--- config.mk ---
export PLATFORM = sky130hd
export DESIGN_NAME = bio_port
export DESIGN_NICKNAME = d
export VERILOG_FILES = /design/src/hdl/bio_pkg.sv /design/src/hdl/bio_port.sv /design/src/hdl/bio_sync.sv
export SDC_FILE = /design/constraint.sdc
export NUM_CORES = 1
export LEC_CHECK = 0
export ABC_AREA = 1
export BUFFER_PORTS_ARGS = -buffer_cell sky130_fd_sc_hd__clkbuf_2
export CELL_PAD_IN_SITES_DETAIL_PLACEMENT = 0
export CELL_PAD_IN_SITES_GLOBAL_PLACEMENT = 2
export CORE_ASPECT_RATIO = 0.8
export CORE_UTILIZATION = 30
export DETAILED_ROUTE_END_ITERATION = 8
export PLACE_DENSITY = 0.91
export SLEW_MARGIN = 10
export SYNTH_ARGS = -nofsm -noshare
export SYNTH_HDL_FRONTEND = slang
export SYNTH_SLANG_ARGS = --single-unit
--- constraint.sdc ---
create_clock -name clk_sys_i -period 1.7 [get_ports clk_sys_i]
set_clock_uncertainty 0.15 [all_clocks]
set_input_delay 0.085 -clock clk_sys_i [delete_from_list [all_inputs] [get_ports clk_sys_i]]
set_output_delay 0.085 -clock clk_sys_i [all_outputs]
set_load 0.01 [all_outputs]
--- src/hdl/bio_pkg.sv ---
// Package of constants for the bidirectional I/O port
package bio_pkg;
  // ----------------------------------------------------------------
  // Widths and reset values
  // ----------------------------------------------------------------
  localparam int BIO_WIDTH = 8; // One byte-wide port
  localparam logic [7:0] BIO_DIR_RST = 8'h00; // All pins input after reset
  localparam logic [7:0] BIO_LATCH_RST = 8'h00; // Latch cleared at reset
  localparam logic [7:0] BIO_RDATA_RST = 8'h00; // Read data idle value
  localparam logic [7:0] BIO_OD_RST = 8'h00; // Push-pull by default
  // ----------------------------------------------------------------
  // Bit-manage operation codes
  // ----------------------------------------------------------------
  localparam logic [1:0] BIO_OP_SET = 2'h1; // Set one bit
  localparam logic [1:0] BIO_OP_CLR = 2'h2; // Clear one bit
  // ----------------------------------------------------------------
  // Sequencer states, Gray coded from IDLE to WRITE; the return to IDLE flips both bits
  // ----------------------------------------------------------------
  typedef enum logic [1:0] {
    BIO_IDLE = 2'b00,
    BIO_READ = 2'b01,
    BIO_WRITE = 2'b11
  } bio_state_e;
endpackage

--- src/hdl/bio_port.sv ---
// Bidirectional I/O port: direction register, latch, pins and bit manage
module bio_port
  import bio_pkg::*;
(
  input wire logic clk_sys_i,
  input wire logic resetn_i,
  input wire logic [BIO_WIDTH-1:0] od_sel_i,
  input wire logic dir_we_i,
  input wire logic [BIO_WIDTH-1:0] dir_wdata_i,
  input wire logic dir_re_i,
  input wire logic data_we_i,
  input wire logic [BIO_WIDTH-1:0] data_wdata_i,
  input wire logic data_re_i,
  input wire logic bit_req_i,
  input wire logic [1:0] bit_op_i,
  input wire logic [2:0] bit_idx_i,
  output logic bit_busy_o,
  output logic [BIO_WIDTH-1:0] rdata_o,
  output logic rvalid_o,
  input wire logic [BIO_WIDTH-1:0] pin_i,
  output logic [BIO_WIDTH-1:0] pin_o,
  output logic [BIO_WIDTH-1:0] pin_oe_o
);
  // ----------------------------------------------------------------
  // State
  // ----------------------------------------------------------------
  logic [BIO_WIDTH-1:0] dir_r; // Direction, 1 drives
  logic [BIO_WIDTH-1:0] dir_nxt;
  logic [BIO_WIDTH-1:0] latch_r; // Port latch
  logic [BIO_WIDTH-1:0] latch_nxt;
  logic [BIO_WIDTH-1:0] rmw_r; // Byte captured by the read phase
  logic [BIO_WIDTH-1:0] od_r; // Registered open-drain select
  logic [1:0] op_r; // Pending bit operation
  logic [2:0] idx_r; // Pending bit index
  bio_state_e state_r;
  bio_state_e state_nxt;
  logic [BIO_WIDTH-1:0] pin_s; // Synchronised pin levels
  logic [BIO_WIDTH-1:0] port_view; // What a byte read sees
  logic [BIO_WIDTH-1:0] rmw_mod; // Captured byte after bit change
  logic [BIO_WIDTH-1:0] oe_nxt;
  logic [BIO_WIDTH-1:0] bit_mask;

  // ----------------------------------------------------------------
  // Pin input synchroniser
  // ----------------------------------------------------------------
  bio_sync u_sync (
    .clk_sys_i(clk_sys_i),
    .resetn_i(resetn_i),
    .async_i(pin_i),
    .sync_o(pin_s)
  );

  // ----------------------------------------------------------------
  // Read view and drive decode
  // ----------------------------------------------------------------
  // Mux per bit: pin for inputs, latch for outputs
  genvar g;
  generate
    for (g = 0; g < BIO_WIDTH; g++)
    begin : g_bit
      assign port_view[g] = dir_r[g] ? latch_r[g] : pin_s[g];
      // Driver on only when output; open-drain also needs latch low
      assign oe_nxt[g] = dir_r[g] & ~(od_r[g] & latch_r[g]);
    end
  endgenerate

  assign bit_mask = 8'h01 << idx_r;
  // Whole captured byte written back, inputs included
  assign rmw_mod = (op_r == BIO_OP_SET) ? (rmw_r | bit_mask) :
                   (op_r == BIO_OP_CLR) ? (rmw_r & ~bit_mask) : rmw_r;

  // ----------------------------------------------------------------
  // Next-state logic
  // ----------------------------------------------------------------
  // Plain write only; a read of the direction address returns zeros, not the direction byte
  assign dir_nxt = dir_we_i ? dir_wdata_i : dir_r;

  // Direction changes never touch the latch
  always_comb
  begin
    latch_nxt = latch_r;
    state_nxt = state_r;
    case (state_r)
      BIO_IDLE:
      begin
        if (bit_req_i)
        begin
          state_nxt = BIO_READ;
        end
        else if (data_we_i)
        begin
          latch_nxt = data_wdata_i;
        end
      end
      BIO_READ:
      begin
        state_nxt = BIO_WRITE;
      end
      BIO_WRITE:
      begin
        latch_nxt = rmw_mod;
        state_nxt = BIO_IDLE;
      end
      default:
      begin
        state_nxt = BIO_IDLE;
      end
    endcase
  end

  // ----------------------------------------------------------------
  // Registers
  // ----------------------------------------------------------------
  // Direction and latch; reset leaves every pin an input
  always_ff @(posedge clk_sys_i)
  begin
    if (!resetn_i)
    begin
      dir_r <= BIO_DIR_RST;
      latch_r <= BIO_LATCH_RST;
      state_r <= BIO_IDLE;
      od_r <= BIO_OD_RST;
    end
    else
    begin
      dir_r <= dir_nxt;
      latch_r <= latch_nxt;
      state_r <= state_nxt;
      od_r <= od_sel_i;
    end
  end

  // Operation capture and read phase of bit manage
  always_ff @(posedge clk_sys_i)
  begin
    if (!resetn_i)
    begin
      op_r <= 2'h0;
      idx_r <= 3'h0;
      rmw_r <= BIO_RDATA_RST;
    end
    else if (state_r == BIO_IDLE && bit_req_i)
    begin
      op_r <= bit_op_i;
      idx_r <= bit_idx_i;
    end
    else if (state_r == BIO_READ)
    begin
      rmw_r <= port_view;
    end
  end

  // Read answers; direction address returns zeros, not its contents
  always_ff @(posedge clk_sys_i)
  begin
    if (!resetn_i)
    begin
      rdata_o <= BIO_RDATA_RST;
      rvalid_o <= 1'b0;
    end
    else
    begin
      rvalid_o <= data_re_i | dir_re_i;
      if (data_re_i)
      begin
        rdata_o <= port_view;
      end
      else if (dir_re_i)
      begin
        rdata_o <= BIO_RDATA_RST;
      end
    end
  end

  // Pin drive registers; one cycle behind latch and direction
  always_ff @(posedge clk_sys_i)
  begin
    if (!resetn_i)
    begin
      pin_o <= 8'h00;
      pin_oe_o <= 8'h00;
      bit_busy_o <= 1'b0;
    end
    else
    begin
      pin_o <= latch_r & ~od_r; // Open-drain never drives high
      pin_oe_o <= oe_nxt;
      bit_busy_o <= (state_nxt != BIO_IDLE);
    end
  end

  // ----------------------------------------------------------------
  // Assertions
  // ----------------------------------------------------------------
  dir_hidden_a: assert property (@(posedge clk_sys_i) disable iff (!resetn_i)
    dir_re_i && !data_re_i |=> rdata_o == 8'h00) else $error("direction readback leaked");
  input_off_a: assert property (@(posedge clk_sys_i) disable iff (!resetn_i)
    ((pin_oe_o & ~$past(dir_r)) == 8'h00)) else $error("input pin driven");
  od_float_a: assert property (@(posedge clk_sys_i) disable iff (!resetn_i)
    ((pin_oe_o & $past(od_r) & $past(latch_r)) == 8'h00)) else $error("open drain one driven");
  read_mix_a: assert property (@(posedge clk_sys_i) disable iff (!resetn_i)
    data_re_i |=> rdata_o == (($past(dir_r) & $past(latch_r)) | (~$past(dir_r) & $past(pin_s))))
    else $error("port read value wrong");
  latch_keep_a: assert property (@(posedge clk_sys_i) disable iff (!resetn_i)
    dir_we_i && !data_we_i && state_r == BIO_IDLE && !bit_req_i |=> $stable(latch_r))
    else $error("latch changed on direction write");
  rmw_seq_a: assert property (@(posedge clk_sys_i) disable iff (!resetn_i)
    state_r == BIO_IDLE && bit_req_i && bit_op_i == BIO_OP_SET |-> ##2 state_r == BIO_WRITE ##1
    latch_r[$past(idx_r)] == 1'b1) else $error("bit set not applied");
  dir_map_a: assert property (@(posedge clk_sys_i) disable iff (!resetn_i)
    dir_we_i |=> ##1 ((pin_oe_o & ~$past(dir_wdata_i, 2)) == 8'h00)) else $error("direction map wrong");
  reset_in_a: assert property (@(posedge clk_sys_i)
    !resetn_i |=> pin_oe_o == 8'h00 && dir_r == 8'h00) else $error("pin not input after reset");
  bit_cov: cover property (@(posedge clk_sys_i) disable iff (!resetn_i)
    state_r == BIO_WRITE && op_r == BIO_OP_CLR);
  drive_cov: cover property (@(posedge clk_sys_i) disable iff (!resetn_i) pin_oe_o != 8'h00);
  mix_cov: cover property (@(posedge clk_sys_i) disable iff (!resetn_i)
    data_re_i && dir_r != 8'h00 && dir_r != 8'hff);
endmodule

--- src/hdl/bio_sync.sv ---
// Two-stage synchroniser for the port pin inputs
module bio_sync
  import bio_pkg::*;
(
  input wire logic clk_sys_i,
  input wire logic resetn_i,
  input wire logic [BIO_WIDTH-1:0] async_i,
  output logic [BIO_WIDTH-1:0] sync_o
);
  // ----------------------------------------------------------------
  // Synchroniser stages
  // ----------------------------------------------------------------
  logic [BIO_WIDTH-1:0] meta_r; // First stage, read only by second

  // Both stages per bit; pins are independent so no gray needed
  always_ff @(posedge clk_sys_i)
  begin
    if (!resetn_i)
    begin
      meta_r <= '0;
      sync_o <= '0;
    end
    else
    begin
      meta_r <= async_i;
      sync_o <= meta_r;
    end
  end
endmodule

---- Yosys cells after proc, flatten, opt, wreduce, memory -nomap -nowiden ----
Cells that the tools add are included.
word-level totals
  register bits after elaboration ......... 81
  word-level logic and storage cells ...... 76
  output and inout bits ................... 26
operators by class
  bitwise logic cells ..................... 31
  reduce and logical (&&, ||, !) cells .... 7
  equal/unequal tests ..................... 6
  shifts and indexed selects .............. 1
  muxes and demuxes ....................... 17
operator list
  cell                                                                   number
  8-bit 2-to-1 mux                                                       6
  1-bit bitwise AND                                                      16
  8-bit bitwise AND                                                      2
  8-bit NOT                                                              2
  8-bit case mux with 2 select lines                                     1
  1-bit NOT                                                              9
  1-bit 2-to-1 mux                                                       8
  8-bit bitwise OR                                                       1
  1-bit by 3-bit left shift with 8-bit output, first input constant      1
  2-bit nonzero test                                                     3
  2-bit by 1-bit equality test with 1-bit output, second input constant  2
  2-bit equality test, second input constant                             2
  2-bit inequality test, second input constant                           2
  2-bit case mux with 2 select lines                                     1
  3-bit AND reduction                                                    1
  2-bit logical NOT                                                      1
  2-bit 2-to-1 mux                                                       1
  2-bit AND reduction                                                    1
  1-bit logical AND                                                      1
  1-bit bitwise OR                                                       1

---- Logic depth before layout (Yosys ltp) ----
  depth after elaboration ................. 6
  mapped depth ............................ 7
  mapped depth without buffers ............ 7

---- By module ----
From an unflattened synthesis, not the netlist that was laid out.
unflattened totals
  cells, all modules ...................... 378
  area, all modules ....................... 2957.8 um2
by module, submodules not included
  module    times used  area each (um2)  cells an instance
  bio_port  1           2473.6           328
  bio_sync  1           484.2            50

---- Worst setup path before layout ----
No wires, ideal clock.
  path type ............................... reg-to-reg
  from .................................... register state_r[0]
  to ...................................... register latch_r[2]
  library setup time ...................... 112 ps
  data arrival time ....................... 980 ps
  path buffers ............................ 1
  cell stages (with the launch flop) ...... 7
  slack ................................... 458 ps
  cells stage by stage .................... dfxtp_1 -> nor2_2 -> nand3b_4 -> and2_1 -> buf_6 -> nand3_2 -> nand2_1
on the way
  cells in the longest elaborated chain, start to end .. 3
  elaborated cells between the ends (all ways) .. 7
  classes of those cells .................. eq/ne: 3; mux: 1; reduce/logical: 3
ends and longest elaborated chain
  item                                                                                 RTL line         text
  start: declaration                                                                   bio_port.sv:35   bio_state_e state_r;
  start signal: assignment                                                             bio_port.sv:128  state_r <= state_nxt;
  2-bit equality test / 2-bit logical NOT (equally long branches)                      bio_port.sv:83   case (state_r)
  2-bit nonzero test (no source line) / 2-bit inequality test (equally long branches)  --
  3-bit AND reduction (no source line)                                                 --
  end signal: assignment                                                               bio_port.sv:127  latch_r <= latch_nxt;
  end: declaration                                                                     bio_port.sv:29   logic [BIO_WIDTH-1:0] latch_r;
Several ways; a longest one is shown, not always the timed one.
A chain may end at the register's enable or synchronous reset.

---- Worst setup path after layout ----
  from .................................... input resetn_i
  to ...................................... register od_r[1]
RTL lines
  item                    RTL line         text
  start: declaration      bio_port.sv:6    input wire logic resetn_i,
  end signal: assignment  bio_port.sv:129  od_r <= od_sel_i;
  end: declaration        bio_port.sv:32   logic [BIO_WIDTH-1:0] od_r;
No word-level cell between the ends.

==> metrics.yaml <==
timing:
  post-route-period-util_pct: 85.7
  final_max_slew_viol_count: 0
  fin_setup_tns_ns: 0
  hold_violations: 0
  finalSetupViolCount: 0
  max_freq_ghz: 0.686
  setup_ws_ns: 0.243
  max_slew_margin_pct: 66.3
  finalCriticalPeriod_ns: 1.46
  grt_setup_unrepaired: "no"
  tightestPinTransition_ns: 0.504
worst_hold_path:
  whs_path_depth: 7
  hp-class: "in2reg"
  holdCritStartpoint: "data_wdata_i[3]"
  worstHoldEndpoint: "latch_r[3]$_SDFFE_PN0P_"
route:
  via_count: 2683
  drt_wl_total_um: 7150
  wire_per_inst_um: 11.3
  drt-pass1-iter-count: 4
  viasPerCell: 4.24
  remaining_drc_errors: 0
  ant_nets: 0
  drtIter0Drc: 128
die:
  start_util_pct: 30.9
  die_w_um: 114
  die_y_um: 91.4
  dieArea_um2: 10400
  num_rows: 32
  pin_count: 70
  fp.coreArea_um2: 9690
finish:
  final_core_util_pct: 43.1
  areaGrowthSynthToFinish_pct: 39.3
  final_area_um2: 4180
  num-nets-final: 536
  drive_gt1_share_pct: 20.7
  antennaDiodeCount: 0
  final_common_cell: "nand2_1"
  layout_common_cells: "nand2_1, dfxtp_1, clkbuf_2"
worst_setup_path:
  r2r-end: "latch_r[1]$_SDFFE_PN0P_"
  path_cells: "dlygate4sd3_1 > clkbuf_2 > nand2_1 > dlygate4sd3_1 > inv_1"
  start_kind: "input pin"
  cp_slowest_cell: "dlygate4sd3_1"
  timing.critical_path.buf_inv: 4
  required_ns: 1.78
  worstSetupPathType: "in2reg"
  path_max_fanout: 11
  r2r_slack_ns: 0.27
  path_common_cell: "dlygate4sd3_1"
  critical_path_arrival_ns: 1.53
  end_kind: "flip-flop"
  rr_worst_depth: 4
  crit_family: "buffers and inverters"
  critPathMaxStageDelay_ns: 0.55
  r2r-start: "state_r[1]$_SDFF_PN0_"
global_route:
  grt_pass1_vias: 2597
  grt.total_usage_pct: 15.0
  grt_max_degree: 30
  antenna_found_initial: 0
  grt_pass1_wl_um: 12100
  grt_overflow: 0
synthesis:
  synth_area_um2: 3000
  ys_warn_count: 0
  synth_cell_type_count: 20
  synth.yosys.seq_area_share_pct: 54.1
  avgSynthCellArea_um2: 7.76
  syn_nets: 430
  syn_inst: 386
  ys_ff_latch: 81
clock_tree:
  clock-root-buffer: "clkbuf_16"
  cts_max_level: 3
  cts_buffers: 9
  clkLatencyLatePin_ns: 0.32
  cts_tree: "built"
  cts_setup_buffers: 0
  clk_pin_slew_ns: 0.06
  cts.sinks: 81
  cts_buffer_depth: 2
placed_design:
  post_dp_cell_area_um2: 3490
  io_buffers: 69
  dp_slack_ns: 0.266
  place_hpwl_um: 5150
  routabilityCongestion: 0.804
power:
  power.internal_uw: 3580
  swShare_pct: 22.2
  ir_drop_mv: 0.611
  p_comb_share_pct: 10.1
  p_per_area_nw_per_um2: 1100
  clockPowerShare_pct: 45.0
  p_leak_uw: 0.00198
  switchingPower_uw: 1020
  p_seq_share_pct: 44.9
run:
  max-cap-violations: 0
run_status:
  status: "finished clean"
[registers in the layout, indices dropped and copies added (netlist names)]
| signal | flops |
|---|---|
| u_sync.meta_r | 8 |
| u_sync.sync_o | 8 |
| od_r | 8 |
| rmw_r | 8 |
| dir_r | 8 |
| pin_o | 8 |
| idx_r | 3 |
| rvalid_o | 1 |
| latch_r | 8 |
| pin_oe_o | 8 |
| op_r | 2 |
| bit_busy_o | 1 |
| rdata_o | 8 |
| state_r | 2 |
[power groups by stage]
stage	Sequential, µW	Combinational (µW)	Clock [µW]
after floorplan	2110	250	0
after global placement	2110	400	0
after detailed placement	2110	404	0
after CTS	2070	469	2130
after global routing	2080	531	2220
final	2070	465	2070
[worst register-to-register path: stages, from the launching register on]
cell and delay [ns]:
dfxtp_1 0.34, nand2_2 0.25, and2_1 0.46, nand3_2 0.10, nand2_1 0.09
[worst max-delay path by stage]
stage | startpoint | endpoint | slack [ns] | depth (start not counted)
after floorplan | state_r[0]$_SDFF_PN0_ | latch_r[2]$_SDFFE_PN0P_ | 0.46 | 6
after global placement | state_r[1]$_SDFF_PN0_ | latch_r[0]$_SDFFE_PN0P_ | 0.31 | 4
after detailed placement | state_r[1]$_SDFF_PN0_ | latch_r[1]$_SDFFE_PN0P_ | 0.27 | 4
after CTS | state_r[1]$_SDFF_PN0_ | latch_r[1]$_SDFFE_PN0P_ | 0.25 | 4
after global routing | state_r[1]$_SDFF_PN0_ | latch_r[4]$_SDFFE_PN0P_ | 0.18 | 4
final | resetn_i | od_r[1]$_SDFF_PN0_ | 0.24 | 5
[layout make-up]
cell class | instances | area, µm²
fillers | 1022 | 5510
repair buffers | 111 | 763
flip-flops and latches | 81 | 1620
inverters | 57 | 214
clock inverters | 2 | 60.1
multi-input cells | 232 | 1080
clock buffers | 14 | 264
well taps | 136 | 170
[metrics by stage]
stage / hold slack (ns) / instances / power (µW)
global placement: 0.119 / 581 / 2510
CTS: 0.00562 / 633 / 4670
finish: 0.00385 / 633 / 4610
detailed placement: 0.120 / 581 / 2510
global route: 0.0397 / 633 / 4830
floorplan: 0.0285 / 386 / 2360
[cells in the mapped netlist (all sizes together)]
cell type  count  area share, %
a21oi         31            5.2
a211oi         8            2.0
buf           11            2.0
dfxtp         81             54
nand2         94             12
and2           1           0.21
inv           57            7.1
o21ai         37            6.2
nand3         14            3.7
nor3           8            1.3
nand3b         1           0.67
clkbuf         5           0.63
nor2          38            5.0
[per-layer routing]
metal / part of all wire, % / track usage (%) / vias to the layer above
met5: 0 / 0 / -
met4: 0.60 / 3.95 / 0
met3: 5.2 / 4.54 / 7
met2: 44 / 22.8 / 62
met1: 51 / 20.6 / 1199
li1: - / - / 1415
[cell families after synthesis]
group / count (synthesis) / share of synthesized area, %
buffers and inverters: 73 / 9.77
AOI/OAI and AO/OA: 76 / 13.4
DFF: 81 / 54.1
and+or+nand+nor: 156 / 22.8
[timing repair]
| action | in CTS | in global routing |
|---|---|---|
| resized for setup | 0 | 0 |
| hold buffers | 36 | 0 |
| endpoints found under the setup margin | 0 | 0 |
| hold endpoints to repair | 43 | 0 |
Note: power is estimated with default switching activity, not from simulation.
